**config.mk**
```make
export PLATFORM = sky130hd
export DESIGN_NAME = sweep_generator_control_regs
export DESIGN_NICKNAME = d
export VERILOG_FILES = /design/src/sweep_pkg.sv /design/src/sweep_generator_control_regs.sv /design/src/sweep_selftest.sv /design/src/sweep_timebase.sv
export VERILOG_INCLUDE_DIRS = /design/src
export SDC_FILE = /design/constraint.sdc
export NUM_CORES = 1
export LEC_CHECK = 0
export BUFFER_PORTS_ARGS = -buffer_cell sky130_fd_sc_hd__buf_4
export CAP_MARGIN = 15
export CORE_MARGIN = 5
export CORE_UTILIZATION = 23
export DETAILED_ROUTE_END_ITERATION = 10
export PLACE_DENSITY = 0.39
export SYNTH_ARGS = -nofsm -noshare
export SYNTH_HDL_FRONTEND = slang
export SYNTH_SLANG_ARGS = --single-unit
```
**constraint.sdc**
```tcl
create_clock -name i_clk -period 17.3 [get_ports i_clk]
set_input_delay 3.46 -clock i_clk [delete_from_list [all_inputs] [get_ports i_clk]]
set_output_delay 3.46 -clock i_clk [all_outputs]
set_load 0.05 [all_outputs]
```
**src/sweep_params.svh**
```systemverilog
`ifndef SWEEP_PARAMS_SVH
`define SWEEP_PARAMS_SVH

// =====================================================================
// register byte offsets
`define SWP_OFF_CTRL 7'h00
`define SWP_OFF_WAVE 7'h02
`define SWP_OFF_AMPL 7'h04
`define SWP_OFF_OFFS 7'h06
`define SWP_OFF_FRQA 7'h08
`define SWP_OFF_DSLA 7'h0a

// =====================================================================
// field positions
`define SWP_CTRL_RESULT_LSB 12
`define SWP_WAVE_DUTY_LSB 8
`define SWP_WAVE_RANGE_LSB 4
`define SWP_FRQA_RBSEL_BIT 15
`define SWP_DSL_UNIT_LSB 14
`define SWP_DSL_DWELL_LSB 8

// =====================================================================
// reset values
`define SWP_RST_CTRL 16'h0000
`define SWP_RST_DUTY 5'h0f
`define SWP_RST_RANGE 2'h0
`define SWP_RST_SHAPE 2'h0
`define SWP_RST_AMPL 8'h00
`define SWP_RST_OFFS 8'h80
`define SWP_RST_FREQ 10'h000
`define SWP_RST_DSL 16'h0000

// =====================================================================
// slew encoding
`define SWP_SLEW_IMMEDIATE 7'h7f
`define SWP_SLEW_BASE_RATE 16'd20
`define SWP_RATE_PER_STEP 18'd1000

// =====================================================================
// timing
`define SWP_CLK_PERIOD_NS 10
`define SWP_MS_NS 1000000
`define SWP_SELFTEST_US 100
`define SWP_CYCLES_PER_MS (`SWP_MS_NS / `SWP_CLK_PERIOD_NS)
`define SWP_SELFTEST_CYCLES ((`SWP_SELFTEST_US * 1000) / `SWP_CLK_PERIOD_NS)

`endif

```
**src/sweep_pkg.sv**
```systemverilog
package sweep_pkg;

  typedef enum logic [2:0] {
    MODE_FIXED,
    MODE_SINGLE_RAMP,
    MODE_SINGLE_CYCLE,
    MODE_CONT_CYCLE
  } slew_mode_e;

  typedef enum logic [2:0] {
    ST_ARMED,
    ST_DWELL_A,
    ST_RAMP_AB,
    ST_DWELL_B,
    ST_RAMP_BA,
    ST_DONE
  } sweep_state_e;

  typedef struct packed {
    logic [3:0] result;
    logic spare;
    logic readback_info_select;
    logic freq_correction_disable;
    logic selftest_request;
    logic sweep_pause;
    logic [2:0] mode;
    logic strobe_polarity;
    logic strobe_gate_enable;
    logic run;
    logic output_drive_enable;
  } ctrl_s;

  typedef struct packed {
    logic [1:0] dwell_unit;
    logic [5:0] dwell;
    logic spare;
    logic [6:0] slew;
  } dwell_slew_s;

endpackage

```
**src/sweep_generator_control_regs.sv**
```systemverilog
// Function
// Writing 1 to self-test request starts a test; bit self-clears when done.
// Output forced off while self-test runs, programmed enable restored after.
// Status bits 12..15 hold per-range test outcome, 1 = fail, read-only.
// Reading the status/control register clears all four outcome bits.
// Pause bit freezes any sweep in progress; clearing resumes.
// Mode: fixed A, single ramp, single cycle, continuous cycle, 1xx reserved.
// Strobe polarity: 0 external trigger active low, 1 active high.
// Strobe enable 0 ignores strobe; 1 lets strobe govern sweeping with run set.
// Single modes with strobe: active edge triggers a sequence running to end.
// Fixed and continuous with strobe: advance only while strobe active.
// Renewed strobe after such a hold jumps to A and restarts.
// Strobe has influence only while run bit is set.
// Run cleared holds frequency; set again jumps to A and restarts.
// Output enable bit gates the generated signal onto the output.
// 5-bit duty code, default 0x0f, maps 85 to 15 percent.
// Two 8-bit amplitude codes for A and B, default zero.
// Two 8-bit offset codes for A and B, default mid code.
// Frequency A bit 15 selects programmed or current frequency read-back.
// Dwell at A for count times unit of ms, 10 ms, 100 ms, s.
// Slew A sets ramp rate from A toward B.
// Host keeps read-back info select and correction-off bits at 0.
// Internal strobe is OR of bus strobe and external trigger.
// Slew code rate rises 5 percent per step; 0x7f changes immediately.
// Frequency step per code follows selected range, 1 Hz up to 1000 Hz.
// Range field 0..3 lowest to highest; shape square, triangle, sine.
// Dwell and slew timing derived by counting module clock cycles.
`include "sweep_params.svh"

module sweep_generator_control_regs #(
  parameter int CYCLES_PER_MS = `SWP_CYCLES_PER_MS,
  parameter int SELFTEST_CYCLES = `SWP_SELFTEST_CYCLES
) (
  input wire logic i_clk,
  input wire logic i_sys_rst,
  input wire logic i_io_sel_n,
  input wire logic i_rw_n,
  input wire logic [5:0] i_addr,
  input wire logic [15:0] i_data,
  output logic [15:0] o_data,
  output logic o_data_oe,
  output logic o_ack_n,
  input wire logic i_bus_strobe_n,
  input wire logic i_external_trigger_n,
  input wire logic [9:0] i_freq_b,
  input wire logic [15:0] i_dwell_slew_b,
  input wire logic [3:0] i_range_fault,
  output logic o_output_drive_enable,
  output logic [1:0] o_wave_shape_select,
  output logic [4:0] o_duty_code,
  output logic [1:0] o_range_select,
  output logic [7:0] o_amplitude_code,
  output logic [7:0] o_offset_code,
  output logic [9:0] o_freq_code,
  output logic o_freq_correction_disable,
  output logic o_readback_info_select
);

  // =====================================================================
  // slew rate in codes per s, 20 * 1.05^v via piecewise 2^x
  function automatic logic [15:0] slew_rate(input logic [6:0] v);
    logic [16:0] prod;
    logic [3:0] k;
    logic [9:0] f;
    logic [15:0] mant;
    logic [25:0] scaled;
    prod = 17'(v) * 17'd577;
    k = prod[16:13];
    f = prod[12:3];
    mant = `SWP_SLEW_BASE_RATE * (16'd1024 + 16'(f));
    scaled = 26'(mant) << k;
    slew_rate = scaled[25:10];
  endfunction

  // =====================================================================
  // registers
  sweep_pkg::ctrl_s ctrl_reg;
  logic [4:0] duty_reg;
  logic [1:0] range_reg;
  logic [1:0] shape_reg;
  logic [7:0] ampl_a_reg;
  logic [7:0] ampl_b_reg;
  logic [7:0] offs_a_reg;
  logic [7:0] offs_b_reg;
  logic [9:0] freq_a_reg;
  logic freq_rbsel_reg;
  sweep_pkg::dwell_slew_s dsl_a_reg;
  sweep_pkg::dwell_slew_s dsl_b;

  // bus
  logic busy_reg;
  logic ack_n_reg;
  logic oe_reg;
  logic [15:0] rdata_reg;
  logic take;
  logic wr;
  logic rd;
  logic [6:0] byte_addr;
  logic sel_ctrl;
  logic sel_wave;
  logic sel_ampl;
  logic sel_offs;
  logic sel_frqa;
  logic sel_dsla;
  logic [15:0] rmux;

  // sweep
  sweep_pkg::sweep_state_e state_reg;
  sweep_pkg::sweep_state_e state_next;
  logic [9:0] freq_reg;
  logic [9:0] freq_next;
  logic [5:0] dwell_cnt_reg;
  logic [5:0] dwell_cnt_next;
  logic [17:0] acc_reg;
  logic [17:0] acc_next;
  logic at_b_reg;
  logic at_b_next;
  logic run_d_reg;
  logic strobe_d_reg;
  logic ext_active;
  logic strobe_active;
  logic run_rise;
  logic strobe_rise;
  logic single_mode;
  logic reserved_mode;
  logic restart;
  logic advance;
  logic in_dwell;
  logic [1:0] dwell_unit;
  logic [5:0] dwell_target;
  logic [6:0] slew_code;
  logic [15:0] rate;
  logic [9:0] target;
  logic ramping;
  logic step;
  logic ms_tick;
  logic unit_tick;
  logic dwell_done;

  // selftest
  logic st_start;
  logic st_busy;
  logic st_done;
  logic [3:0] st_result;

  // =====================================================================
  // bus decode
  assign byte_addr = {i_addr, 1'b0};
  assign take = !i_io_sel_n && !busy_reg;
  assign wr = take && !i_rw_n;
  assign rd = take && i_rw_n;
  assign sel_ctrl = (byte_addr == `SWP_OFF_CTRL);
  assign sel_wave = (byte_addr == `SWP_OFF_WAVE);
  assign sel_ampl = (byte_addr == `SWP_OFF_AMPL);
  assign sel_offs = (byte_addr == `SWP_OFF_OFFS);
  assign sel_frqa = (byte_addr == `SWP_OFF_FRQA);
  assign sel_dsla = (byte_addr == `SWP_OFF_DSLA);
  assign dsl_b = i_dwell_slew_b;

  assign rmux = sel_ctrl ? ctrl_reg :
                sel_wave ? {3'h0, duty_reg, 2'h0, range_reg, 2'h0, shape_reg} :
                sel_ampl ? {ampl_b_reg, ampl_a_reg} :
                sel_offs ? {offs_b_reg, offs_a_reg} :
                sel_frqa ? {freq_rbsel_reg, 5'h00, (freq_rbsel_reg ? freq_reg : freq_a_reg)} :
                sel_dsla ? dsl_a_reg :
                16'h0000;

  assign st_start = wr && sel_ctrl && i_data[8] && !st_busy;

  always_ff @(posedge i_clk) begin
    if (i_sys_rst) begin
      busy_reg <= 1'b0;
      ack_n_reg <= 1'b1;
      oe_reg <= 1'b0;
      rdata_reg <= 16'h0000;
    end else begin
      busy_reg <= take || (busy_reg && !i_io_sel_n);
      ack_n_reg <= !take;
      oe_reg <= rd;
      rdata_reg <= rd ? rmux : 16'h0000;
    end
  end

  // =====================================================================
  // status/control register
  always_ff @(posedge i_clk) begin
    if (i_sys_rst) begin
      ctrl_reg <= `SWP_RST_CTRL;
    end else begin
      if (wr && sel_ctrl) begin
        ctrl_reg.readback_info_select <= i_data[10];
        ctrl_reg.freq_correction_disable <= i_data[9];
        ctrl_reg.sweep_pause <= i_data[7];
        ctrl_reg.mode <= i_data[6:4];
        ctrl_reg.strobe_polarity <= i_data[3];
        ctrl_reg.strobe_gate_enable <= i_data[2];
        ctrl_reg.run <= i_data[1];
        ctrl_reg.output_drive_enable <= i_data[0];
      end
      // a new request wins over completion of the previous run
      if (st_start) begin
        ctrl_reg.selftest_request <= 1'b1;
      end else if (st_done) begin
        ctrl_reg.selftest_request <= 1'b0;
      end
      // completion sets outcome even in the cycle of a clearing read
      if (st_done) begin
        ctrl_reg.result <= st_result;
      end else if (rd && sel_ctrl) begin
        ctrl_reg.result <= 4'h0;
      end
    end
  end

  // =====================================================================
  // waveform, level and frequency A registers
  always_ff @(posedge i_clk) begin
    if (i_sys_rst) begin
      duty_reg <= `SWP_RST_DUTY;
      range_reg <= `SWP_RST_RANGE;
      shape_reg <= `SWP_RST_SHAPE;
      ampl_a_reg <= `SWP_RST_AMPL;
      ampl_b_reg <= `SWP_RST_AMPL;
      offs_a_reg <= `SWP_RST_OFFS;
      offs_b_reg <= `SWP_RST_OFFS;
      freq_a_reg <= `SWP_RST_FREQ;
      freq_rbsel_reg <= 1'b0;
      dsl_a_reg <= `SWP_RST_DSL;
    end else if (wr) begin
      if (sel_wave) begin
        duty_reg <= i_data[`SWP_WAVE_DUTY_LSB +: 5];
        range_reg <= i_data[`SWP_WAVE_RANGE_LSB +: 2];
        shape_reg <= i_data[1:0];
      end
      if (sel_ampl) begin
        ampl_a_reg <= i_data[7:0];
        ampl_b_reg <= i_data[15:8];
      end
      if (sel_offs) begin
        offs_a_reg <= i_data[7:0];
        offs_b_reg <= i_data[15:8];
      end
      if (sel_frqa) begin
        freq_a_reg <= i_data[9:0];
        freq_rbsel_reg <= i_data[`SWP_FRQA_RBSEL_BIT];
      end
      if (sel_dsla) begin
        dsl_a_reg <= {i_data[15:8], 1'b0, i_data[6:0]};
      end
    end
  end

  // =====================================================================
  // strobe and run conditioning
  assign ext_active = ctrl_reg.strobe_polarity ? i_external_trigger_n : !i_external_trigger_n;
  assign strobe_active = !i_bus_strobe_n || ext_active;
  assign run_rise = ctrl_reg.run && !run_d_reg;
  assign strobe_rise = strobe_active && !strobe_d_reg;
  assign single_mode = (ctrl_reg.mode == sweep_pkg::MODE_SINGLE_RAMP) ||
                       (ctrl_reg.mode == sweep_pkg::MODE_SINGLE_CYCLE);
  assign reserved_mode = ctrl_reg.mode[2];
  assign restart = run_rise ||
                   (ctrl_reg.run && ctrl_reg.strobe_gate_enable && strobe_rise);
  assign advance = ctrl_reg.run && !ctrl_reg.sweep_pause && !reserved_mode &&
                   (!ctrl_reg.strobe_gate_enable || single_mode || strobe_active);

  // =====================================================================
  // dwell and slew timing
  assign in_dwell = (state_reg == sweep_pkg::ST_DWELL_A) || (state_reg == sweep_pkg::ST_DWELL_B);
  assign dwell_unit = (state_reg == sweep_pkg::ST_DWELL_B) ? dsl_b.dwell_unit : dsl_a_reg.dwell_unit;
  assign dwell_target = (state_reg == sweep_pkg::ST_DWELL_B) ? dsl_b.dwell : dsl_a_reg.dwell;
  assign slew_code = (state_reg == sweep_pkg::ST_RAMP_BA) ? dsl_b.slew : dsl_a_reg.slew;
  assign rate = slew_rate(slew_code);
  assign target = (state_reg == sweep_pkg::ST_RAMP_BA) ? freq_a_reg : i_freq_b;
  assign ramping = (state_reg == sweep_pkg::ST_RAMP_AB) || (state_reg == sweep_pkg::ST_RAMP_BA);
  assign step = advance && ramping && (acc_reg >= `SWP_RATE_PER_STEP) && (freq_reg != target);
  assign dwell_done = (dwell_cnt_reg >= dwell_target);

  sweep_timebase #(
    .CYCLES_PER_MS(CYCLES_PER_MS)
  ) u_timebase (
    .i_clk(i_clk),
    .i_sys_rst(i_sys_rst),
    .i_restart(restart || (state_reg != state_next)),
    .i_enable(advance),
    .i_dwell_unit(dwell_unit),
    .o_ms_tick(ms_tick),
    .o_unit_tick(unit_tick)
  );

  // =====================================================================
  // sweep sequencer
  always_comb begin
    state_next = state_reg;
    freq_next = freq_reg;
    dwell_cnt_next = dwell_cnt_reg;
    acc_next = acc_reg;
    at_b_next = at_b_reg;
    if (restart) begin
      freq_next = freq_a_reg;
      dwell_cnt_next = 6'h00;
      acc_next = 18'h00000;
      at_b_next = 1'b0;
      state_next = (single_mode && ctrl_reg.strobe_gate_enable && !strobe_rise) ?
                   sweep_pkg::ST_ARMED : sweep_pkg::ST_DWELL_A;
    end else if (advance) begin
      unique case (state_reg)
        sweep_pkg::ST_ARMED: begin
          freq_next = freq_a_reg;
        end
        sweep_pkg::ST_DWELL_A, sweep_pkg::ST_DWELL_B: begin
          if (ctrl_reg.mode == sweep_pkg::MODE_FIXED) begin
            freq_next = freq_a_reg;
          end else if (dwell_done) begin
            state_next = (state_reg == sweep_pkg::ST_DWELL_A) ? sweep_pkg::ST_RAMP_AB :
                                                                sweep_pkg::ST_RAMP_BA;
            dwell_cnt_next = 6'h00;
            acc_next = 18'h00000;
          end else if (unit_tick) begin
            dwell_cnt_next = dwell_cnt_reg + 6'h01;
          end
        end
        sweep_pkg::ST_RAMP_AB, sweep_pkg::ST_RAMP_BA: begin
          if (freq_reg == target) begin
            at_b_next = (state_reg == sweep_pkg::ST_RAMP_AB);
            unique case (ctrl_reg.mode)
              sweep_pkg::MODE_SINGLE_RAMP: state_next = sweep_pkg::ST_DONE;
              sweep_pkg::MODE_SINGLE_CYCLE: state_next = (state_reg == sweep_pkg::ST_RAMP_AB) ?
                                                         sweep_pkg::ST_DWELL_B : sweep_pkg::ST_DONE;
              default: state_next = (state_reg == sweep_pkg::ST_RAMP_AB) ?
                                    sweep_pkg::ST_DWELL_B : sweep_pkg::ST_DWELL_A;
            endcase
          end else if (slew_code == `SWP_SLEW_IMMEDIATE) begin
            freq_next = target;
          end else begin
            acc_next = acc_reg + (ms_tick ? 18'(rate) : 18'h00000) -
                       (step ? `SWP_RATE_PER_STEP : 18'h00000);
            if (step) begin
              freq_next = (freq_reg < target) ? freq_reg + 10'h001 : freq_reg - 10'h001;
            end
          end
        end
        sweep_pkg::ST_DONE: begin
        end
        default: begin
          state_next = sweep_pkg::ST_DONE;
        end
      endcase
    end
  end

  always_ff @(posedge i_clk) begin
    if (i_sys_rst) begin
      state_reg <= sweep_pkg::ST_DONE;
      freq_reg <= `SWP_RST_FREQ;
      dwell_cnt_reg <= 6'h00;
      acc_reg <= 18'h00000;
      at_b_reg <= 1'b0;
      run_d_reg <= 1'b0;
      strobe_d_reg <= 1'b0;
    end else begin
      state_reg <= state_next;
      freq_reg <= freq_next;
      dwell_cnt_reg <= dwell_cnt_next;
      acc_reg <= acc_next;
      at_b_reg <= at_b_next;
      run_d_reg <= ctrl_reg.run;
      strobe_d_reg <= strobe_active;
    end
  end

  // =====================================================================
  // self-test engine
  sweep_selftest #(
    .SELFTEST_CYCLES(SELFTEST_CYCLES)
  ) u_selftest (
    .i_clk(i_clk),
    .i_sys_rst(i_sys_rst),
    .i_start(st_start),
    .i_range_fault(i_range_fault),
    .o_busy(st_busy),
    .o_done(st_done),
    .o_result(st_result)
  );

  // =====================================================================
  // registered outputs
  always_ff @(posedge i_clk) begin
    if (i_sys_rst) begin
      o_output_drive_enable <= 1'b0;
      o_wave_shape_select <= `SWP_RST_SHAPE;
      o_duty_code <= `SWP_RST_DUTY;
      o_range_select <= `SWP_RST_RANGE;
      o_amplitude_code <= `SWP_RST_AMPL;
      o_offset_code <= `SWP_RST_OFFS;
      o_freq_code <= `SWP_RST_FREQ;
      o_freq_correction_disable <= 1'b0;
      o_readback_info_select <= 1'b0;
    end else begin
      o_output_drive_enable <= ctrl_reg.output_drive_enable && !st_busy && !st_start;
      o_wave_shape_select <= shape_reg;
      o_duty_code <= duty_reg;
      o_range_select <= range_reg;
      o_amplitude_code <= at_b_next ? ampl_b_reg : ampl_a_reg;
      o_offset_code <= at_b_next ? offs_b_reg : offs_a_reg;
      o_freq_code <= freq_next;
      o_freq_correction_disable <= ctrl_reg.freq_correction_disable;
      o_readback_info_select <= ctrl_reg.readback_info_select;
    end
  end

  assign o_data = rdata_reg;
  assign o_data_oe = oe_reg;
  assign o_ack_n = ack_n_reg;

endmodule

```
**src/sweep_selftest.sv**
```systemverilog
module sweep_selftest #(
  parameter int SELFTEST_CYCLES = 10000
) (
  input wire logic i_clk,
  input wire logic i_sys_rst,
  input wire logic i_start,
  input wire logic [3:0] i_range_fault,
  output logic o_busy,
  output logic o_done,
  output logic [3:0] o_result
);

  logic [15:0] cnt_reg;
  logic busy_reg;
  logic done_reg;
  logic [3:0] result_reg;
  logic last;

  assign last = (cnt_reg == 16'(SELFTEST_CYCLES - 1));
  assign o_busy = busy_reg;
  assign o_done = done_reg;
  assign o_result = result_reg;

  // =====================================================================
  // range check run, one outcome per range
  always_ff @(posedge i_clk) begin
    if (i_sys_rst) begin
      cnt_reg <= 16'h0000;
      busy_reg <= 1'b0;
      done_reg <= 1'b0;
      result_reg <= 4'h0;
    end else begin
      done_reg <= busy_reg && last;
      if (busy_reg && last) begin
        busy_reg <= 1'b0;
        result_reg <= i_range_fault;
      end else if (i_start && !busy_reg) begin
        busy_reg <= 1'b1;
        cnt_reg <= 16'h0000;
      end else if (busy_reg) begin
        cnt_reg <= cnt_reg + 16'h0001;
      end
    end
  end

endmodule

```
**src/sweep_timebase.sv**
```systemverilog
module sweep_timebase #(
  parameter int CYCLES_PER_MS = 100000
) (
  input wire logic i_clk,
  input wire logic i_sys_rst,
  input wire logic i_restart,
  input wire logic i_enable,
  input wire logic [1:0] i_dwell_unit,
  output logic o_ms_tick,
  output logic o_unit_tick
);

  logic [16:0] ms_cnt_reg;
  logic [9:0] unit_cnt_reg;
  logic [9:0] unit_limit;
  logic ms_wrap;
  logic unit_wrap;

  // =====================================================================
  // unit divider: ms, 10 ms, 100 ms, 1 s
  assign unit_limit = (i_dwell_unit == 2'h0) ? 10'd0 :
                      (i_dwell_unit == 2'h1) ? 10'd9 :
                      (i_dwell_unit == 2'h2) ? 10'd99 : 10'd999;
  assign ms_wrap = (ms_cnt_reg == 17'(CYCLES_PER_MS - 1));
  assign unit_wrap = ms_wrap && (unit_cnt_reg >= unit_limit);
  assign o_ms_tick = i_enable && ms_wrap;
  assign o_unit_tick = i_enable && unit_wrap;

  always_ff @(posedge i_clk) begin
    if (i_sys_rst || i_restart) begin
      ms_cnt_reg <= 17'h00000;
      unit_cnt_reg <= 10'h000;
    end else if (i_enable) begin
      ms_cnt_reg <= ms_wrap ? 17'h00000 : ms_cnt_reg + 17'h00001;
      if (ms_wrap) begin
        unit_cnt_reg <= unit_wrap ? 10'h000 : unit_cnt_reg + 10'h001;
      end
    end
  end

endmodule
```
==> results of run 1 <==
-- path summary, 6_finish.rpt --
check	startpoint	slack, ps	to	cells after the start
setup / recovery	i_dwell_slew_b[3]	7070	acc_reg[17]	28
hold / removal	offs_b_reg[3]	470	offs_b_reg[3]	2
setup reg to reg	state_reg[2]	8830	acc_reg[17]	29
hold reg to reg	offs_b_reg[3]	470	offs_b_reg[3]	2
-- stage by stage --
| stage | util [%] | area [sq um] |
|---|---|---|
| 2_1_floorplan | - | 13600 |
| 3_3_place_gp | 25.8 | 15200 |
| 3_5_place_dp | 25.8 | 15200 |
| 4_1_cts | 27.4 | 16100 |
| 5_1_grt | 27.4 | 16100 |
| 6_report | 27.4 | 16100 |
-- placed cells by master, fill, tap and decap left out, types with 34 or more instances in the layout --
master and n:
a21oi_1 141, buf_4 128, dfxtp_1 218, ha_1 96
inv_1 69, mux2i_1 97, nand2_1 196, nand3_1 50
nor2_1 152, nor3_1 40, xnor2_1 34, xor2_1 41
-- area by class of cell --
class / count / area (sq um) / share of cell area [%]
clock buffers: 35 / 756 / 4.69
clock inverters: 15 / 168 / 1.04
inverters: 70 / 263 / 1.63
multi-input cells: 1251 / 8630 / 53.6
flip-flops and latches: 218 / 4360 / 27.1
well taps: 773 / 967 / 6.00
repair buffers: 128 / 961 / 5.97
-- layer usage --
layer	GRT usage, %	wire length, microns	up-vias
met5	0	0	-
met4	4.23	1550	0
met3	2.13	1650	61
met2	22.3	20800	202
met1	18.2	20600	5628
li1	-	-	5940
-- worst min-delay path, delay by kind of cell, from the launching register on --
| family | cells | cell delay [ps] |
|---|---|---|
| simple gates | 1 | 50 |
| flops | 1 | 320 |
| compound gates | 1 | 50 |
-- report_power, final --
part	switching, W	total (W)	internal, W	leakage, nW
clock	0.000233	0.000587	0.000353	0.464
combinational	0.0000361	0.0000538	0.0000177	3.92
sequential	0.00000161	0.000505	0.000504	1.76
total	0.000271	0.00115	0.000875	6.14
-- cell families after synthesis --
family / count (synthesis) / share of synthesized area, %
buf+inv: 151 / 4.69
flops: 218 / 32.1
fa+ha+maj: 104 / 10.0
mux: 111 / 8.29
compound gates: 358 / 18.1
simple gates: 602 / 21.8
xor+xnor: 76 / 4.99
==> results by group, run 1 <==
Outcome
  – Outcome: complete, no violations

Worst setup path
  – Top cell by count, worst path: ha_1
  – Critical path required time: between 15000 and 20000 ps
  – Crit path kind: in2reg
  – Worst path arrival time: roughly 11000 ps
  – Critical path buffer and inverter count: 3
  – Slowest-stage cell, CP: fa_1
  – Crit end category: flop
  – Worst Path Max Fanout: 6
  – Crit path largest cell delay: ~500 ps
  – Crit start category: input pin
  – Critical path's top delay family: compound AO/OA/AOI/OAI gates

Global routing
  – First-pass GRT wire length: approximately 69 mm
  – GRT overflow: 0
  – Vias in the first global route: 11700
  – Largest net degree at the start of global routing: 71
  – Initial antenna violation count: 0
  – Gr usage total: 13.5%

Route
  – Antenna Violating Nets Remaining: 0
  – DRT Pass-1 Iters: 5
  – Initial DRC Count: about 550
  – Vias: 11800
  – DRC violations left: 0
  – Average wire per standard cell: 17.9 microns
  – Via/cell ratio: around 4.8
  – DRT Wirelength: between 40 and 50 mm

Place
  – PortBufs: 112
  – Routability cong.: between 0.7 and 0.8
  – Hpwl dp: around 33 mm
  – Pre-CTS WS: 6510 ps
  – Placed cells: roughly 2400

CTS
  – Skew-Pair Late Insertion Delay: about 570 ps
  – Sink Count: approximately 220
  – H-tree depth reported by CTS: 1
  – CTS tree: yes
  – Clk buf depth: 3
  – CTS resizes: 0
  – Total CTS buffers: 27
  – Clock Pin Slew Worst Setup and Hold Paths: 50 ps
  – Root Buffer: clkbuf_16
  – Hold_buf cts: 0
  – Setup repair bufs after CTS: 0

Finish
  – Fraction of layout cells with a size suffix above 1: 14.4%
  – Max reg flops: 18
  – Non-filler cells, final: ~2500
  – Antenna fix cells: 0
  – Area Overhead vs Synth: 18.3%
  – FILL cells: ~6400
  – Final nets: around 1900

Worst hold path
  – HP Class: reg2reg

STA
  – RSZ-0062 raised after global routing: false
  – Final min period: 10230 ps
  – Final hold viol count: 0
  – Final setup TNS: 0 ps
  – Setup violations, final: 0
  – Worst-Margin Slew: around 1000 ps
  – Crit path setup slack, layout: ~7100 ps
  – WHS: between 400 and 500 ps
  – Slew Limit Fails: 0
  – Clock skew: 34.1 ps
  – Worst slew margin: a little under a third
  – Fmax: around 0.098 GHz
  – Fin crit share: 59.1%

Synth
  – Dominant synthesized flop cell: dfxtp_1
  – Seq cells post-synth: between 200 and 250
  – Yosys cell types: 97
  – Commonest cells in the netlist: dfxtp_1 (218), nand2_1 (196), nor2_1 (152)
  – Top-count cell post-synth: dfxtp_1
  – Async SR Flop Fraction: 0%
  – Synth Area per Inst: about 8.4 sq um
  – Post-Syn Instances: about 1600
  – Yosys top cell area share: between 30% and 40%
  – Synth top area cells: dfxtp_1 (32%), ha_1 (8.8%), mux2i_1 (7.1%)
  – Area leader, netlist: dfxtp_1
  – Ys Warns: 0
  – Syn nets: approximately 1800
  – EDFF count, synth: 0
  – Synth Cell Area: about 14000 sq um
  – Sequential share of the synthesized area: around a third

Power
  – P_leak: between 6 and 7 nW
  – Tot Pwr: 0.00115 W
  – VDD IR-drop max: between 0.06 and 0.07 mV
  – Pwr per Cell Area: between 70 and 80 nW/um^2

Die
  – Initial core utilization: ~23%
  – Row count: 89
  – I/O pins: 114
  – Die W: 253 microns
  – Die height: around 250 microns
  – Core area: 58800 sq um
  – DIE AREA: roughly 64000 sq um

Flow run
  – Max-cap violation count: 0
No activity file was read; power rests on OpenSTA's default activity.
==> run 2: changes to the inputs <==
==> constraint.sdc (replaced) <==
create_clock -name i_clk -period 10.1 [get_ports i_clk]
set_input_delay 2.02 -clock i_clk [delete_from_list [all_inputs] [get_ports i_clk]]
set_output_delay 2.02 -clock i_clk [all_outputs]
set_load 0.05 [all_outputs]
==> run 2 against run 1 <==
  * Sequential cell count unchanged
  * Critical path type unchanged
  * Via count down 0.60%
  * Utilization up 0.19 points
  * Clock power up 86%
  * Combinational power up 72%
==> results by group, run 2 (synthesis gave the netlist of run 1 again) <==
Route
  – DRT Wirelength: 44.6 mm
  – Average wire per standard cell: roughly 18 microns
  – DRC violations left: 0
  – Antenna Violating Nets Remaining: 0
  – Vias: between 10000 and 15000
  – Via/cell ratio: between 4 and 5
  – DRT Pass-1 Iters: 5
  – Initial DRC Count: roughly 480

Worst setup path
  – Crit path launch: i_dwell_slew_b[3]
  – Slowest-stage cell, CP: fa_1
  – Worst Path Max Fanout: 6
  – Flop-to-flop setup slack: 1690 ps
  – Crit path kind: in2reg
  – Critical path required time: roughly 11000 ps
  – Crit path largest cell delay: slightly above 500 ps
  – Worst path arrival time: between 9000 and 10000 ps
  – Crit end category: flop
  – Top cell by count, worst path: ha_1
  – Crit start category: input pin
  – Worst R2R Start: state_reg[2]

Die
  – DIE AREA: 64100 sq um
  – Initial core utilization: between 20 and 25%
  – Die height: roughly 250 microns
  – Row count: 89
  – Die W: 253 microns
  – I/O pins: ~110
  – Core area: 58800 sq um

Power
  – P_leak: 6.18 nW
  – VDD IR-drop max: 0.147 mV
  – Tot Pwr: about 0.0021 W
  – Pwr per Cell Area: roughly 130 nW/um^2

Global routing
  – Gr usage total: between 10% and 20%
  – First-pass GRT wire length: between 60 and 70 mm
  – GRT overflow: 0
  – Largest net degree at the start of global routing: between 90 and 100
  – Initial antenna violation count: 0
  – Vias in the first global route: between 10000 and 15000

STA
  – Slew Limit Fails: 0
  – Setup violations, final: 0
  – Worst slew margin: approximately a quarter
  – Worst-Margin Slew: about 1100 ps
  – Final setup TNS: 0 ps
  – Final min period: between 8000 and 9000 ps
  – Clock skew: 42.2 ps
  – RSZ-0062 raised after global routing: false
  – Fmax: ~0.12 GHz
  – Fin crit share: around 86%
  – Final hold viol count: 0

Worst hold path
  – HP Class: reg2reg
  – Hold path start: duty_reg[2]

Finish
  – FILL cells: around 6400
  – Fraction of layout cells with a size suffix above 1: between 10% and 20%
  – Final nets: approximately 1900
  – Leading cell type in the layout, fill and taps excluded: dfxtp_1
  – Antenna fix cells: 0
  – Most frequent cells in the layout: dfxtp_1 (218), nand2_1 (196), nor2_1 (152)
  – Max reg flops: 18
  – Area Overhead vs Synth: 19.2%

Place
  – Hpwl dp: 33.3 mm
  – Routability cong.: just over 0.8
  – PortBufs: 112

CTS
  – Skew-Pair Late Insertion Delay: just under 600 ps
  – Total CTS buffers: 28
  – Sink Count: about 220
  – CTS tree: yes
  – Hold_buf cts: 0
  – Clock Pin Slew Worst Setup and Hold Paths: roughly 60 ps
  – Root Buffer: clkbuf_16
  – CTS resizes: 0
  – H-tree depth reported by CTS: 1
  – Clk buf depth: 3
  – Setup repair bufs after CTS: 0

Flow run
  – Max-cap violation count: 0

Outcome
  – Outcome: complete, no violations
==> run 2: through the flow <==
step	utilization, %	setup slack (ps)	std cells	cell area [sq um]	hold WS, ps
2_1_floorplan	-	2040	1620	13600	432
3_3_place_gp	25.8	886	2440	15200	455
3_5_place_dp	25.8	862	2441	15200	461
4_1_cts	27.6	1400	2493	16200	470
5_1_grt	27.6	784	2493	16200	489
6_report	27.6	1440	2493	16200	467
==> run 2: path summary, 6_finish.rpt <==
| path | endpoint | cells past startpoint |
|---|---|---|
| setup / recovery | acc_reg[17] | 28 |
| hold / removal | o_duty_code[2] | 1 |
| setup reg to reg | acc_reg[17] | 28 |
| hold reg to reg | o_duty_code[2] | 1 |
==> run 2: layout make-up <==
| type | instances | area, sq um | area share (%) |
|---|---|---|---|
| clock inverter | 19 | 267 | 1.64 |
| inverter | 70 | 263 | 1.62 |
| timing repair buffer | 129 | 972 | 5.99 |
| sequential | 218 | 4360 | 26.9 |
| tap | 773 | 967 | 5.96 |
| clock buffer | 33 | 759 | 4.68 |
| multi-input combinational | 1251 | 8630 | 53.2 |
==> run 2: per-layer routing <==
layer	part of all wire [%]	vias to the layer above	global-route usage, %
li1	-	5953	-
met1	46	5569	17.8
met2	48	184	23.3
met3	3.4	54	1.94
met4	2.3	0	2.84
met5	0	-	0
==> run 2: power breakdown <==
group / total, W / internal, W / switching [W]
registers: 0.000865 / 0.000863 / 0.00000274
clock network: 0.00109 / 0.000670 / 0.000424
logic: 0.0000927 / 0.0000304 / 0.0000623
total: 0.00205 / 0.00156 / 0.000489
==> run 2: worst max-delay path: cells and delay by family <==
family,cells,cell delay [ps]
AO/OA/AOI/OAI,12,3090
adder cells (fa/ha/maj),5,1950
multiplexers,4,1070
XOR/XNOR,2,390
buffers and inverters,3,320
AND/OR/NAND/NOR,2,250
